==> src/sar_ctrl_pkg.sv <==
/*
 * Shared constants and types for the converter control block: result
 * width, buffer depth, conversion and power-up timing, mode states.
 * Assumes a single 40 MHz reference clock for all timing counts.
 */
`default_nettype none

package sar_ctrl_pkg;

    localparam int RESULT_BITS = 12;
    localparam int FIFO_DEPTH = 8;

    // ------------------------------------------------------------
    // Timing
    // ------------------------------------------------------------
    localparam int CLK_PERIOD_NS = 25;
    localparam int CONV_TIME_NS = 650;
    localparam int CONV_CYCLES = (CONV_TIME_NS + CLK_PERIOD_NS - 1) / CLK_PERIOD_NS;
    localparam int POWERUP_TIME_US = 100;
    localparam int POWERUP_CYCLES =
        (POWERUP_TIME_US * 1000 + CLK_PERIOD_NS - 1) / CLK_PERIOD_NS;
    localparam int SAR_CLK_DIV = 2;
    localparam int COUNT_W = 12;

    // ------------------------------------------------------------
    // Codes and reset values
    // ------------------------------------------------------------
    localparam logic [11:0] RESULT_RESET = 12'h000;
    localparam logic [11:0] SAR_FIRST_TRIAL = 12'h800;
    localparam logic [3:0] TOP_BIT_INDEX = 4'hB;
    localparam logic [3:0] WORD_BITS = 4'hC;

    typedef enum logic [1:0] {
        ST_IDLE = 2'b00,
        ST_CONVERT = 2'b01,
        ST_DOWN = 2'b10,
        ST_POWER_UP = 2'b11
    } mode_state_t;

endpackage
`default_nettype wire

==> src/sample_fifo.sv <==
/*
 * Result buffer: synchronous FIFO with valid/ready on both sides.
 * Assumes both sides run on the same clock; full and empty are exact.
 */
`timescale 1ns/1ps
`default_nettype none

module sample_fifo #(
    parameter int WIDTH = sar_ctrl_pkg::RESULT_BITS,
    parameter int DEPTH = sar_ctrl_pkg::FIFO_DEPTH
) (
    input wire logic i_ref_clk,
    input wire logic i_reset,
    input wire logic i_in_valid,
    output logic o_in_ready,
    input wire logic [WIDTH-1:0] i_in_data,
    output logic o_out_valid,
    input wire logic i_out_ready,
    output logic [WIDTH-1:0] o_out_data
);
    import sar_ctrl_pkg::*;

    localparam int PTR_W = $clog2(DEPTH);

    typedef struct packed {
        logic [DEPTH-1:0][WIDTH-1:0] mem;
        logic [PTR_W:0] wr_ptr;
        logic [PTR_W:0] rd_ptr;
    } fifo_state_t;

    fifo_state_t st;
    fifo_state_t next_st;
    logic full;
    logic empty;

    assign empty = (st.wr_ptr == st.rd_ptr);
    assign full = (st.wr_ptr[PTR_W-1:0] == st.rd_ptr[PTR_W-1:0])
        && (st.wr_ptr[PTR_W] != st.rd_ptr[PTR_W]);
    assign o_in_ready = !full;
    assign o_out_valid = !empty;
    assign o_out_data = st.mem[st.rd_ptr[PTR_W-1:0]];

    always_comb
    begin
        next_st = st;
        if (i_in_valid && !full)
        begin
            next_st.mem[st.wr_ptr[PTR_W-1:0]] = i_in_data;
            next_st.wr_ptr = st.wr_ptr + 1'b1;
        end
        if (i_out_ready && !empty)
        begin
            next_st.rd_ptr = st.rd_ptr + 1'b1;
        end
    end

    always_ff @(posedge i_ref_clk or posedge i_reset)
    begin
        if (i_reset)
        begin
            st <= '0;
        end
        else
        begin
            st <= next_st;
        end
    end

endmodule
`default_nettype wire

==> src/sar_stepper.sv <==
/*
 * Successive-approximation stepper: walks the trial code from MSB to
 * LSB on an internal converter-clock enable, one comparator decision
 * per step. Assumes a latched comparator output on the reference clock.
 */
`timescale 1ns/1ps
`default_nettype none

module sar_stepper (
    input wire logic i_ref_clk,
    input wire logic i_reset,
    input wire logic i_start,
    input wire logic i_comparator_high,
    output logic [sar_ctrl_pkg::RESULT_BITS-1:0] o_dac_code,
    output logic o_done,
    output logic [sar_ctrl_pkg::RESULT_BITS-1:0] o_result
);
    import sar_ctrl_pkg::*;

    localparam int DIV_W = $clog2(SAR_CLK_DIV + 1);

    typedef struct packed {
        logic [DIV_W-1:0] div;
        logic busy;
        logic [3:0] idx;
        logic [RESULT_BITS-1:0] code;
        logic done;
        logic [RESULT_BITS-1:0] result;
    } step_state_t;

    step_state_t st;
    step_state_t next_st;
    logic step_en;

    // --------------------------------------------------------------
    // Internal converter clock, independent of the serial clock
    // --------------------------------------------------------------
    assign step_en = (st.div == DIV_W'(SAR_CLK_DIV - 1));

    always_comb
    begin
        logic [RESULT_BITS-1:0] trial;
        trial = st.code;
        next_st = st;
        next_st.done = 1'b0;
        next_st.div = step_en ? '0 : DIV_W'(st.div + 1'b1);
        if (!i_comparator_high)
        begin
            trial[st.idx] = 1'b0;
        end
        if (i_start)
        begin
            next_st.busy = 1'b1;
            next_st.code = SAR_FIRST_TRIAL;
            next_st.idx = TOP_BIT_INDEX;
            next_st.div = '0;
        end
        else if (st.busy && step_en)
        begin
            next_st.code = trial;
            if (st.idx == 4'h0)
            begin
                // Straight binary, zero at bottom of range
                next_st.busy = 1'b0;
                next_st.done = 1'b1;
                next_st.result = trial;
            end
            else
            begin
                // Each code step is one DAC unit of supply over 4096
                next_st.code[st.idx - 4'h1] = 1'b1;
                next_st.idx = st.idx - 4'h1;
            end
        end
    end

    always_ff @(posedge i_ref_clk or posedge i_reset)
    begin
        if (i_reset)
        begin
            st <= '0;
        end
        else
        begin
            st <= next_st;
        end
    end

    assign o_dac_code = st.code;
    assign o_done = st.done;
    assign o_result = st.result;

endmodule
`default_nettype wire

==> src/sar_adc_conversion_control.sv <==
/*
 * Conversion control and serial readout for a 12-bit SAR converter:
 * start-pin edge detection, conversion timing, normal/power-down mode,
 * power-up timing, result buffering and the framed serial output.
 * Assumes the host pins are asynchronous to the 40 MHz reference clock
 * and the serial clock is slow enough to be oversampled.
 */
// Functional notes
// - Result is 12-bit straight binary
// - Code step is supply over 4096
// - Falling start edge samples, starts conversion
// - Start level at end selects mode
// - Start low at end powers down
// - Serial readout works while powered down
// - Rising start edge powers up, 100 us
// - Result leaves a 12-bit shift register
// - Result sent MSB first
// - Internal clock times SAR steps
// - One conversion per microsecond supported
// - Conversion ends 650 ns after start
// - Output driven only while frame selected
// - Data bits change on serial clock fall
// - Frame level at end enables busy indicator
`timescale 1ns/1ps
`default_nettype none

module sar_adc_conversion_control (
    input wire logic i_ref_clk,
    input wire logic i_reset,
    input wire logic i_conversion_start_n,
    input wire logic i_frame_select_n,
    input wire logic i_serial_clock,
    input wire logic i_comparator_high,
    output logic o_serial_result_out,
    output logic o_serial_result_oe_n,
    output logic o_track_mode,
    output logic o_analog_power_on,
    output logic [sar_ctrl_pkg::RESULT_BITS-1:0] o_dac_code
);
    import sar_ctrl_pkg::*;

    typedef struct packed {
        // Pin synchronisers, third stage only for edge detection
        logic start_s1;
        logic start_s2;
        logic start_s3;
        logic cs_s1;
        logic cs_s2;
        logic cs_s3;
        logic sclk_s1;
        logic sclk_s2;
        logic sclk_s3;
        // Mode control
        mode_state_t mode;
        logic [COUNT_W-1:0] count;
        logic track;
        logic analog_on;
        logic push;
        logic [RESULT_BITS-1:0] push_word;
        // Serial readout
        logic busy_pending;
        logic busy_mode;
        logic pre;
        logic [3:0] bits;
        logic [RESULT_BITS-1:0] shreg;
        logic [RESULT_BITS-1:0] last_word;
        logic serial_result_out;
        logic oe_n;
    } ctrl_state_t;

    ctrl_state_t st;
    ctrl_state_t next_st;

    logic start_fall;
    logic start_rise;
    logic cs_fall;
    logic cs_rise;
    logic sclk_fall;
    logic start_now;
    logic take_word;
    logic fifo_in_ready;
    logic fifo_out_valid;
    logic [RESULT_BITS-1:0] fifo_out_data;
    logic [RESULT_BITS-1:0] sar_result;
    logic [RESULT_BITS-1:0] frame_word;

    // ------------------------------------------------------------
    // Edge detection on synchronised pins
    // ------------------------------------------------------------
    assign start_fall = st.start_s3 && !st.start_s2;
    assign start_rise = !st.start_s3 && st.start_s2;
    assign cs_fall = st.cs_s3 && !st.cs_s2;
    assign cs_rise = !st.cs_s3 && st.cs_s2;
    assign sclk_fall = st.sclk_s3 && !st.sclk_s2;
    assign frame_word = fifo_out_valid ? fifo_out_data : st.last_word;

    // ------------------------------------------------------------
    // Submodules
    // ------------------------------------------------------------
    sar_stepper u_stepper (
        .i_ref_clk(i_ref_clk),
        .i_reset(i_reset),
        .i_start(start_now),
        .i_comparator_high(i_comparator_high),
        .o_dac_code(o_dac_code),
        .o_done(),
        .o_result(sar_result)
    );

    // A full buffer refuses new conversions; a start taken while a result is still being pushed into the last free slot can lose its own result
    sample_fifo #(
        .WIDTH(RESULT_BITS),
        .DEPTH(FIFO_DEPTH)
    ) u_fifo (
        .i_ref_clk(i_ref_clk),
        .i_reset(i_reset),
        .i_in_valid(st.push),
        .o_in_ready(fifo_in_ready),
        .i_in_data(st.push_word),
        .o_out_valid(fifo_out_valid),
        .i_out_ready(take_word),
        .o_out_data(fifo_out_data)
    );

    // ------------------------------------------------------------
    // Next-state logic
    // ------------------------------------------------------------
    always_comb
    begin
        next_st = st;
        start_now = 1'b0;
        take_word = 1'b0;
        next_st.push = 1'b0;

        next_st.start_s1 = i_conversion_start_n;
        next_st.start_s2 = st.start_s1;
        next_st.start_s3 = st.start_s2;
        next_st.cs_s1 = i_frame_select_n;
        next_st.cs_s2 = st.cs_s1;
        next_st.cs_s3 = st.cs_s2;
        next_st.sclk_s1 = i_serial_clock;
        next_st.sclk_s2 = st.sclk_s1;
        next_st.sclk_s3 = st.sclk_s2;

        case (st.mode)
            ST_IDLE:
            begin
                // Start falls in other states fall through unanswered
                if (start_fall && fifo_in_ready)
                begin
                    start_now = 1'b1;
                    next_st.track = 1'b0;
                    next_st.count = COUNT_W'(CONV_CYCLES - 1);
                    next_st.mode = ST_CONVERT;
                end
            end
            ST_CONVERT:
            begin
                if (st.count == '0)
                begin
                    next_st.track = 1'b1;
                    next_st.push = 1'b1;
                    next_st.push_word = sar_result;
                    next_st.busy_pending = !st.cs_s2;
                    if (!st.start_s2)
                    begin
                        next_st.analog_on = 1'b0;
                        next_st.mode = ST_DOWN;
                    end
                    else
                    begin
                        next_st.mode = ST_IDLE;
                    end
                end
                else
                begin
                    next_st.count = st.count - 1'b1;
                end
            end
            ST_DOWN:
            begin
                // Falls are ignored here; only a rise wakes the part
                if (start_rise)
                begin
                    next_st.analog_on = 1'b1;
                    next_st.count = COUNT_W'(POWERUP_CYCLES - 1);
                    next_st.mode = ST_POWER_UP;
                end
            end
            ST_POWER_UP:
            begin
                if (st.count == '0)
                begin
                    next_st.mode = ST_IDLE;
                end
                else
                begin
                    next_st.count = st.count - 1'b1;
                end
            end
            default:
            begin
                next_st.mode = ST_IDLE;
            end
        endcase

        // Readout ignores the mode, so a powered-down part still answers
        if (st.busy_pending && fifo_out_valid)
        begin
            // Busy indicator: line driven low until the first clock fall
            take_word = 1'b1;
            next_st.busy_pending = 1'b0;
            next_st.busy_mode = 1'b1;
            next_st.last_word = fifo_out_data;
            next_st.shreg = fifo_out_data;
            next_st.serial_result_out = 1'b0;
            next_st.oe_n = 1'b0;
            next_st.pre = 1'b1;
            next_st.bits = 4'h0;
        end
        else if (cs_fall && !st.busy_mode)
        begin
            // Empty buffer repeats the last word read
            take_word = fifo_out_valid;
            next_st.last_word = frame_word;
            next_st.serial_result_out = frame_word[RESULT_BITS-1];
            next_st.shreg = {frame_word[RESULT_BITS-2:0], 1'b0};
            next_st.oe_n = 1'b0;
            next_st.pre = 1'b0;
            next_st.bits = 4'h1;
        end
        else if (sclk_fall && !st.oe_n)
        begin
            if (st.pre)
            begin
                next_st.serial_result_out = st.shreg[RESULT_BITS-1];
                next_st.shreg = {st.shreg[RESULT_BITS-2:0], 1'b0};
                next_st.pre = 1'b0;
                next_st.bits = 4'h1;
            end
            else if (st.bits == WORD_BITS)
            begin
                if (st.busy_mode)
                begin
                    // Thirteenth fall releases the line
                    next_st.oe_n = 1'b1;
                    next_st.busy_mode = 1'b0;
                end
                else
                begin
                    next_st.serial_result_out = 1'b0;
                end
            end
            else
            begin
                next_st.serial_result_out = st.shreg[RESULT_BITS-1];
                next_st.shreg = {st.shreg[RESULT_BITS-2:0], 1'b0};
                next_st.bits = st.bits + 4'h1;
            end
        end

        if (cs_rise)
        begin
            next_st.oe_n = 1'b1;
            next_st.busy_mode = 1'b0;
            next_st.busy_pending = 1'b0;
            next_st.pre = 1'b0;
        end
    end

    // ------------------------------------------------------------
    // State register
    // ------------------------------------------------------------
    always_ff @(posedge i_ref_clk or posedge i_reset)
    begin
        if (i_reset)
        begin
            st <= '0;
            st.start_s1 <= 1'b1;
            st.start_s2 <= 1'b1;
            st.start_s3 <= 1'b1;
            st.cs_s1 <= 1'b1;
            st.cs_s2 <= 1'b1;
            st.cs_s3 <= 1'b1;
            st.mode <= ST_IDLE;
            st.track <= 1'b1;
            st.analog_on <= 1'b1;
            st.push_word <= RESULT_RESET;
            st.last_word <= RESULT_RESET;
            st.oe_n <= 1'b1;
        end
        else
        begin
            st <= next_st;
        end
    end

    assign o_serial_result_out = st.serial_result_out;
    assign o_serial_result_oe_n = st.oe_n;
    assign o_track_mode = st.track;
    assign o_analog_power_on = st.analog_on;

endmodule
`default_nettype wire

==> config.mk <==
export PLATFORM = sky130hd
export DESIGN_NAME = sar_adc_conversion_control
export DESIGN_NICKNAME = d
export VERILOG_FILES = /design/src/sar_ctrl_pkg.sv /design/src/sample_fifo.sv /design/src/sar_stepper.sv /design/src/sar_adc_conversion_control.sv
export SDC_FILE = /design/constraint.sdc
export NUM_CORES = 1
export LEC_CHECK = 0
export ABC_AREA = 1
export ABC_CLOCK_PERIOD_IN_PS = 13100
export BUFFER_PORTS_ARGS = -buffer_cell sky130_fd_sc_hd__buf_2
export CORE_MARGIN = 2
export CORE_UTILIZATION = 25
export CTS_CLUSTER_SIZE = 8
export DETAILED_ROUTE_END_ITERATION = 8
export PLACE_DENSITY = 0.36
export SYNTH_ARGS = -nofsm -noshare
export SYNTH_HDL_FRONTEND = slang
export SYNTH_SLANG_ARGS = --single-unit
==> constraint.sdc <==
create_clock -name i_ref_clk -period 13.1 [get_ports i_ref_clk]
set_input_delay 0.655 -clock i_ref_clk [delete_from_list [all_inputs] [get_ports i_ref_clk]]
set_output_delay 0.655 -clock i_ref_clk [all_outputs]
set_load 0.03 [all_outputs]
==> metrics.cfg <==
[logic_synthesis]
ys_types = 36
synth_top_area_share_pct = 47.40
synth_top_family_by_area = simple AND/OR/NAND/NOR gates
yosysWarnings = 0
netlist_instances = 1362
synth-seq-area-share_pct = 49.67
synth.avg_cell_area_um2 = 7.637
async_flop_share_pct = 100.0
syn_area_um2 = 10400
synth_compound_area_share_pct = 8.830
synthXorXnorAreaFrac_pct = 1.431
synth_flop_cell = dfrtp_1
synth.ff_latch_count = 206
synth_edf_count = 0
synthMuxAreaShare_pct = 0
synthTopCellsByArea = dfrtp_1 (47%), nand2_1 (17%), inv_1 (6.9%)
synth_top_area_cell = dfrtp_1
yosys.area_share.simple_pct = 27.84
synth_nets = 1374
synthAdderAreaFrac_pct = 0.7218

[sta]
finalMaxSlewViolations = 0
finalCriticalPeriod_ns = 2.845
max_slew_margin_pct = 24.59
holdWs_ns = 0.1847
hold_viol_final = 0
tns_ns = 0
fmax_ghz = 0.3514
period_share_pct = 21.72
setup_viol = 0
tightest_slew_ns = 1.125
finClkSkew_ns = 0.01345
rsz0062_at_grt = false

[power_and_ir_drop]
p_per_area_nw_per_um2 = 222.4
p_total_mw = 2.588
p_leak_nw = 5.844
p_int_mw = 1.508
seq_power_share_pct = 34.9
p_clk_share_pct = 27.5
ir_drop_v = 0.0001044
p_comb_share_pct = 37.6
switching_share_pct = 41.73
p_sw_mw = 1.080

[route]
drc = 0
vias = 8083
first_iter_violations = 399
routed_wl_um = 27400
drt.antenna.violating_nets = 0
routedWlPerCell_um = 14.43
viasPerCell = 4.256
drt_pass1_iterations = 4

[worst_setup_path]
cpMostUsedCell = nand2_1
worst_ep_arrival_time_ns = 3.24
critPathLaunchType = flip-flop
worstPathMaxFanout = 29
cp_top_family = simple AND/OR/NAND/NOR gates
cpPeakStageDelay_ns = 0.70
critPathSlowestCell = dfrtp_2
crit_path_end_kind = flip-flop
path_buf_inv = 3
rrSetupSlack_ns = 10.25
crit_required_ns = 13.49
path_cells = buf_4 -> inv_2 -> nand2_1 -> nand2_1 -> nor2_4 -> nand3_2 -> nand2_2 -> inv_2 -> nand2_1 -> o21ai_0
crit_type = flip-flop to flip-flop

[finish]
layout_commonest_cell = nand2_1
final_cell_mix = nand2_1 (472), dfrtp_1 (196), inv_1 (189)
nNetsFinal = 1364
layoutNonFillerInstCount = 1899
area_growth_pct = 11.87
antenna_cells = 0
design_area_um2 = 11640
drive_gt1_share_pct = 7.242

[placed_design]
place_area_um2 = 10800
dp_hpwl_um = 16810
portBuffers = 21
gp_congestion = 0.7476
place_inst = 1852

[grt]
grt_pass1_vias = 8282
antenna_found_initial = 1
grt.total_usage_pct = 13.16
grt_pass1_wl_um = 46110
grt_max_degree = 97
grt.overflow.total = 0

[floorplan]
start_util_pct = 25.42
dieArea_um2 = 43250
die_w_um = 208.0
rows = 74
die_y_um = 208.0
core_um2 = 40920
pin_count = 22

[cts]
cts.clk_slew.worst_paths_ns = 0.05
cts-root-buf = clkbuf_16
clockBufferDepth = 3
cts_sinks = 206
cts_max_level = 1
cts-resized-gates = 0
cts_tree = done
post-cts-setup-buffers = 0
cts_buffers = 30
cts_hold_buf = 0
clock_latency_ns = 0.55

[worst_hold_path]
hp-class = input pin to asynchronous set/reset pin

[job]
max_cap_viol_count = 0

[status]
status = completed

routing by layer:
metal  vias up  GRT usage [%]  wire length, um
li1       4223              -                -
met1      3755          18.63            13800
met2        73          21.24            12370
met3        32          2.098              764
met4         0          2.715              474
met5         -              0                0
cell usage after synthesis, drive strengths merged, types with 3 or more instances:
library cell / n
o211ai: 3
clkbuf: 20
dfstp: 9
dfrtp: 197
nor3: 7
xor2: 12
buf: 51
nor2: 51
o31ai: 3
nand3: 119
o21ai: 154
ha: 6
a21oi: 15
inv: 199
nand4: 23
xnor2: 5
nand2: 483
final cells by class:
class,instances,area (um^2)
Fill cell,4555,29290
Multi-Input combinational cell,886,4038
Tap cell,532,665.6
Clock buffer,46,832.0
Inverter,199,759.5
Timing Repair Buffer,29,165.2
Clock inverter,1,8.758
Sequential cell,206,5167
sequential cells by signal, indices dropped and copies added, names as in the netlist, named ones only:
signal and cells:
next_st 6, o_analog_power_on 1, u_stepper.o_dac_code 12, o_serial_result_out 1
u_stepper.st 7, u_fifo.st 104, o_track_mode 1, o_serial_result_oe_n 1
st 53, u_stepper.o_result 12
kinds of logic (layout without fill, tap and decap cells):
logic type      count (synthesis)  in the layout
simple gates                  684            684
buf+inv                       270            275
flops                         206            206
compound gates                179            179
xor+xnor                       17             17
fa+ha+maj                       6              6
path summary, 6_finish.rpt:
path,startpoint,end,depth (start not counted)
max in group asynchronous,i_reset,u_fifo.st[35]$_DFFE_PP0P_,4
setup reg to reg,u_fifo.st[0]$_DFFE_PP0P_,u_fifo.st[89]$_DFFE_PP0P_,10
min in group i_ref_clk,i_frame_select_n,next_st[66]$_DFF_PP1_,1
setup / recovery,u_fifo.st[0]$_DFFE_PP0P_,u_fifo.st[89]$_DFFE_PP0P_,10
hold reg to reg,next_st[63]$_DFF_PP0_,next_st[62]$_DFF_PP0_,0
hold / removal,i_reset,st[62]$_DFF_PP0_,2
power groups by stage:
| stage | combinational, mW | clock (mW) | sequential (mW) |
|---|---|---|---|
| 4_1_cts | 1.01 | 0.741 | 0.905 |
| 2_1_floorplan | 0.757 | 0 | 0.885 |
| 6_report | 0.973 | 0.711 | 0.903 |
| 3_3_place_gp | 1.00 | 0 | 0.915 |
| 3_5_place_dp | 1.00 | 0 | 0.912 |
| 5_1_grt | 1.14 | 0.772 | 0.927 |
metrics by stage:
step / utilization [%] / worst slack [ns]
global route: 28.43 / 9.852
detailed placement: 26.38 / 10.08
finish: 28.43 / 10.25
CTS: 28.43 / 10.17
global placement: 26.38 / 10.08
floorplan: - / 6.836
(Power assumes the default switching activity.)
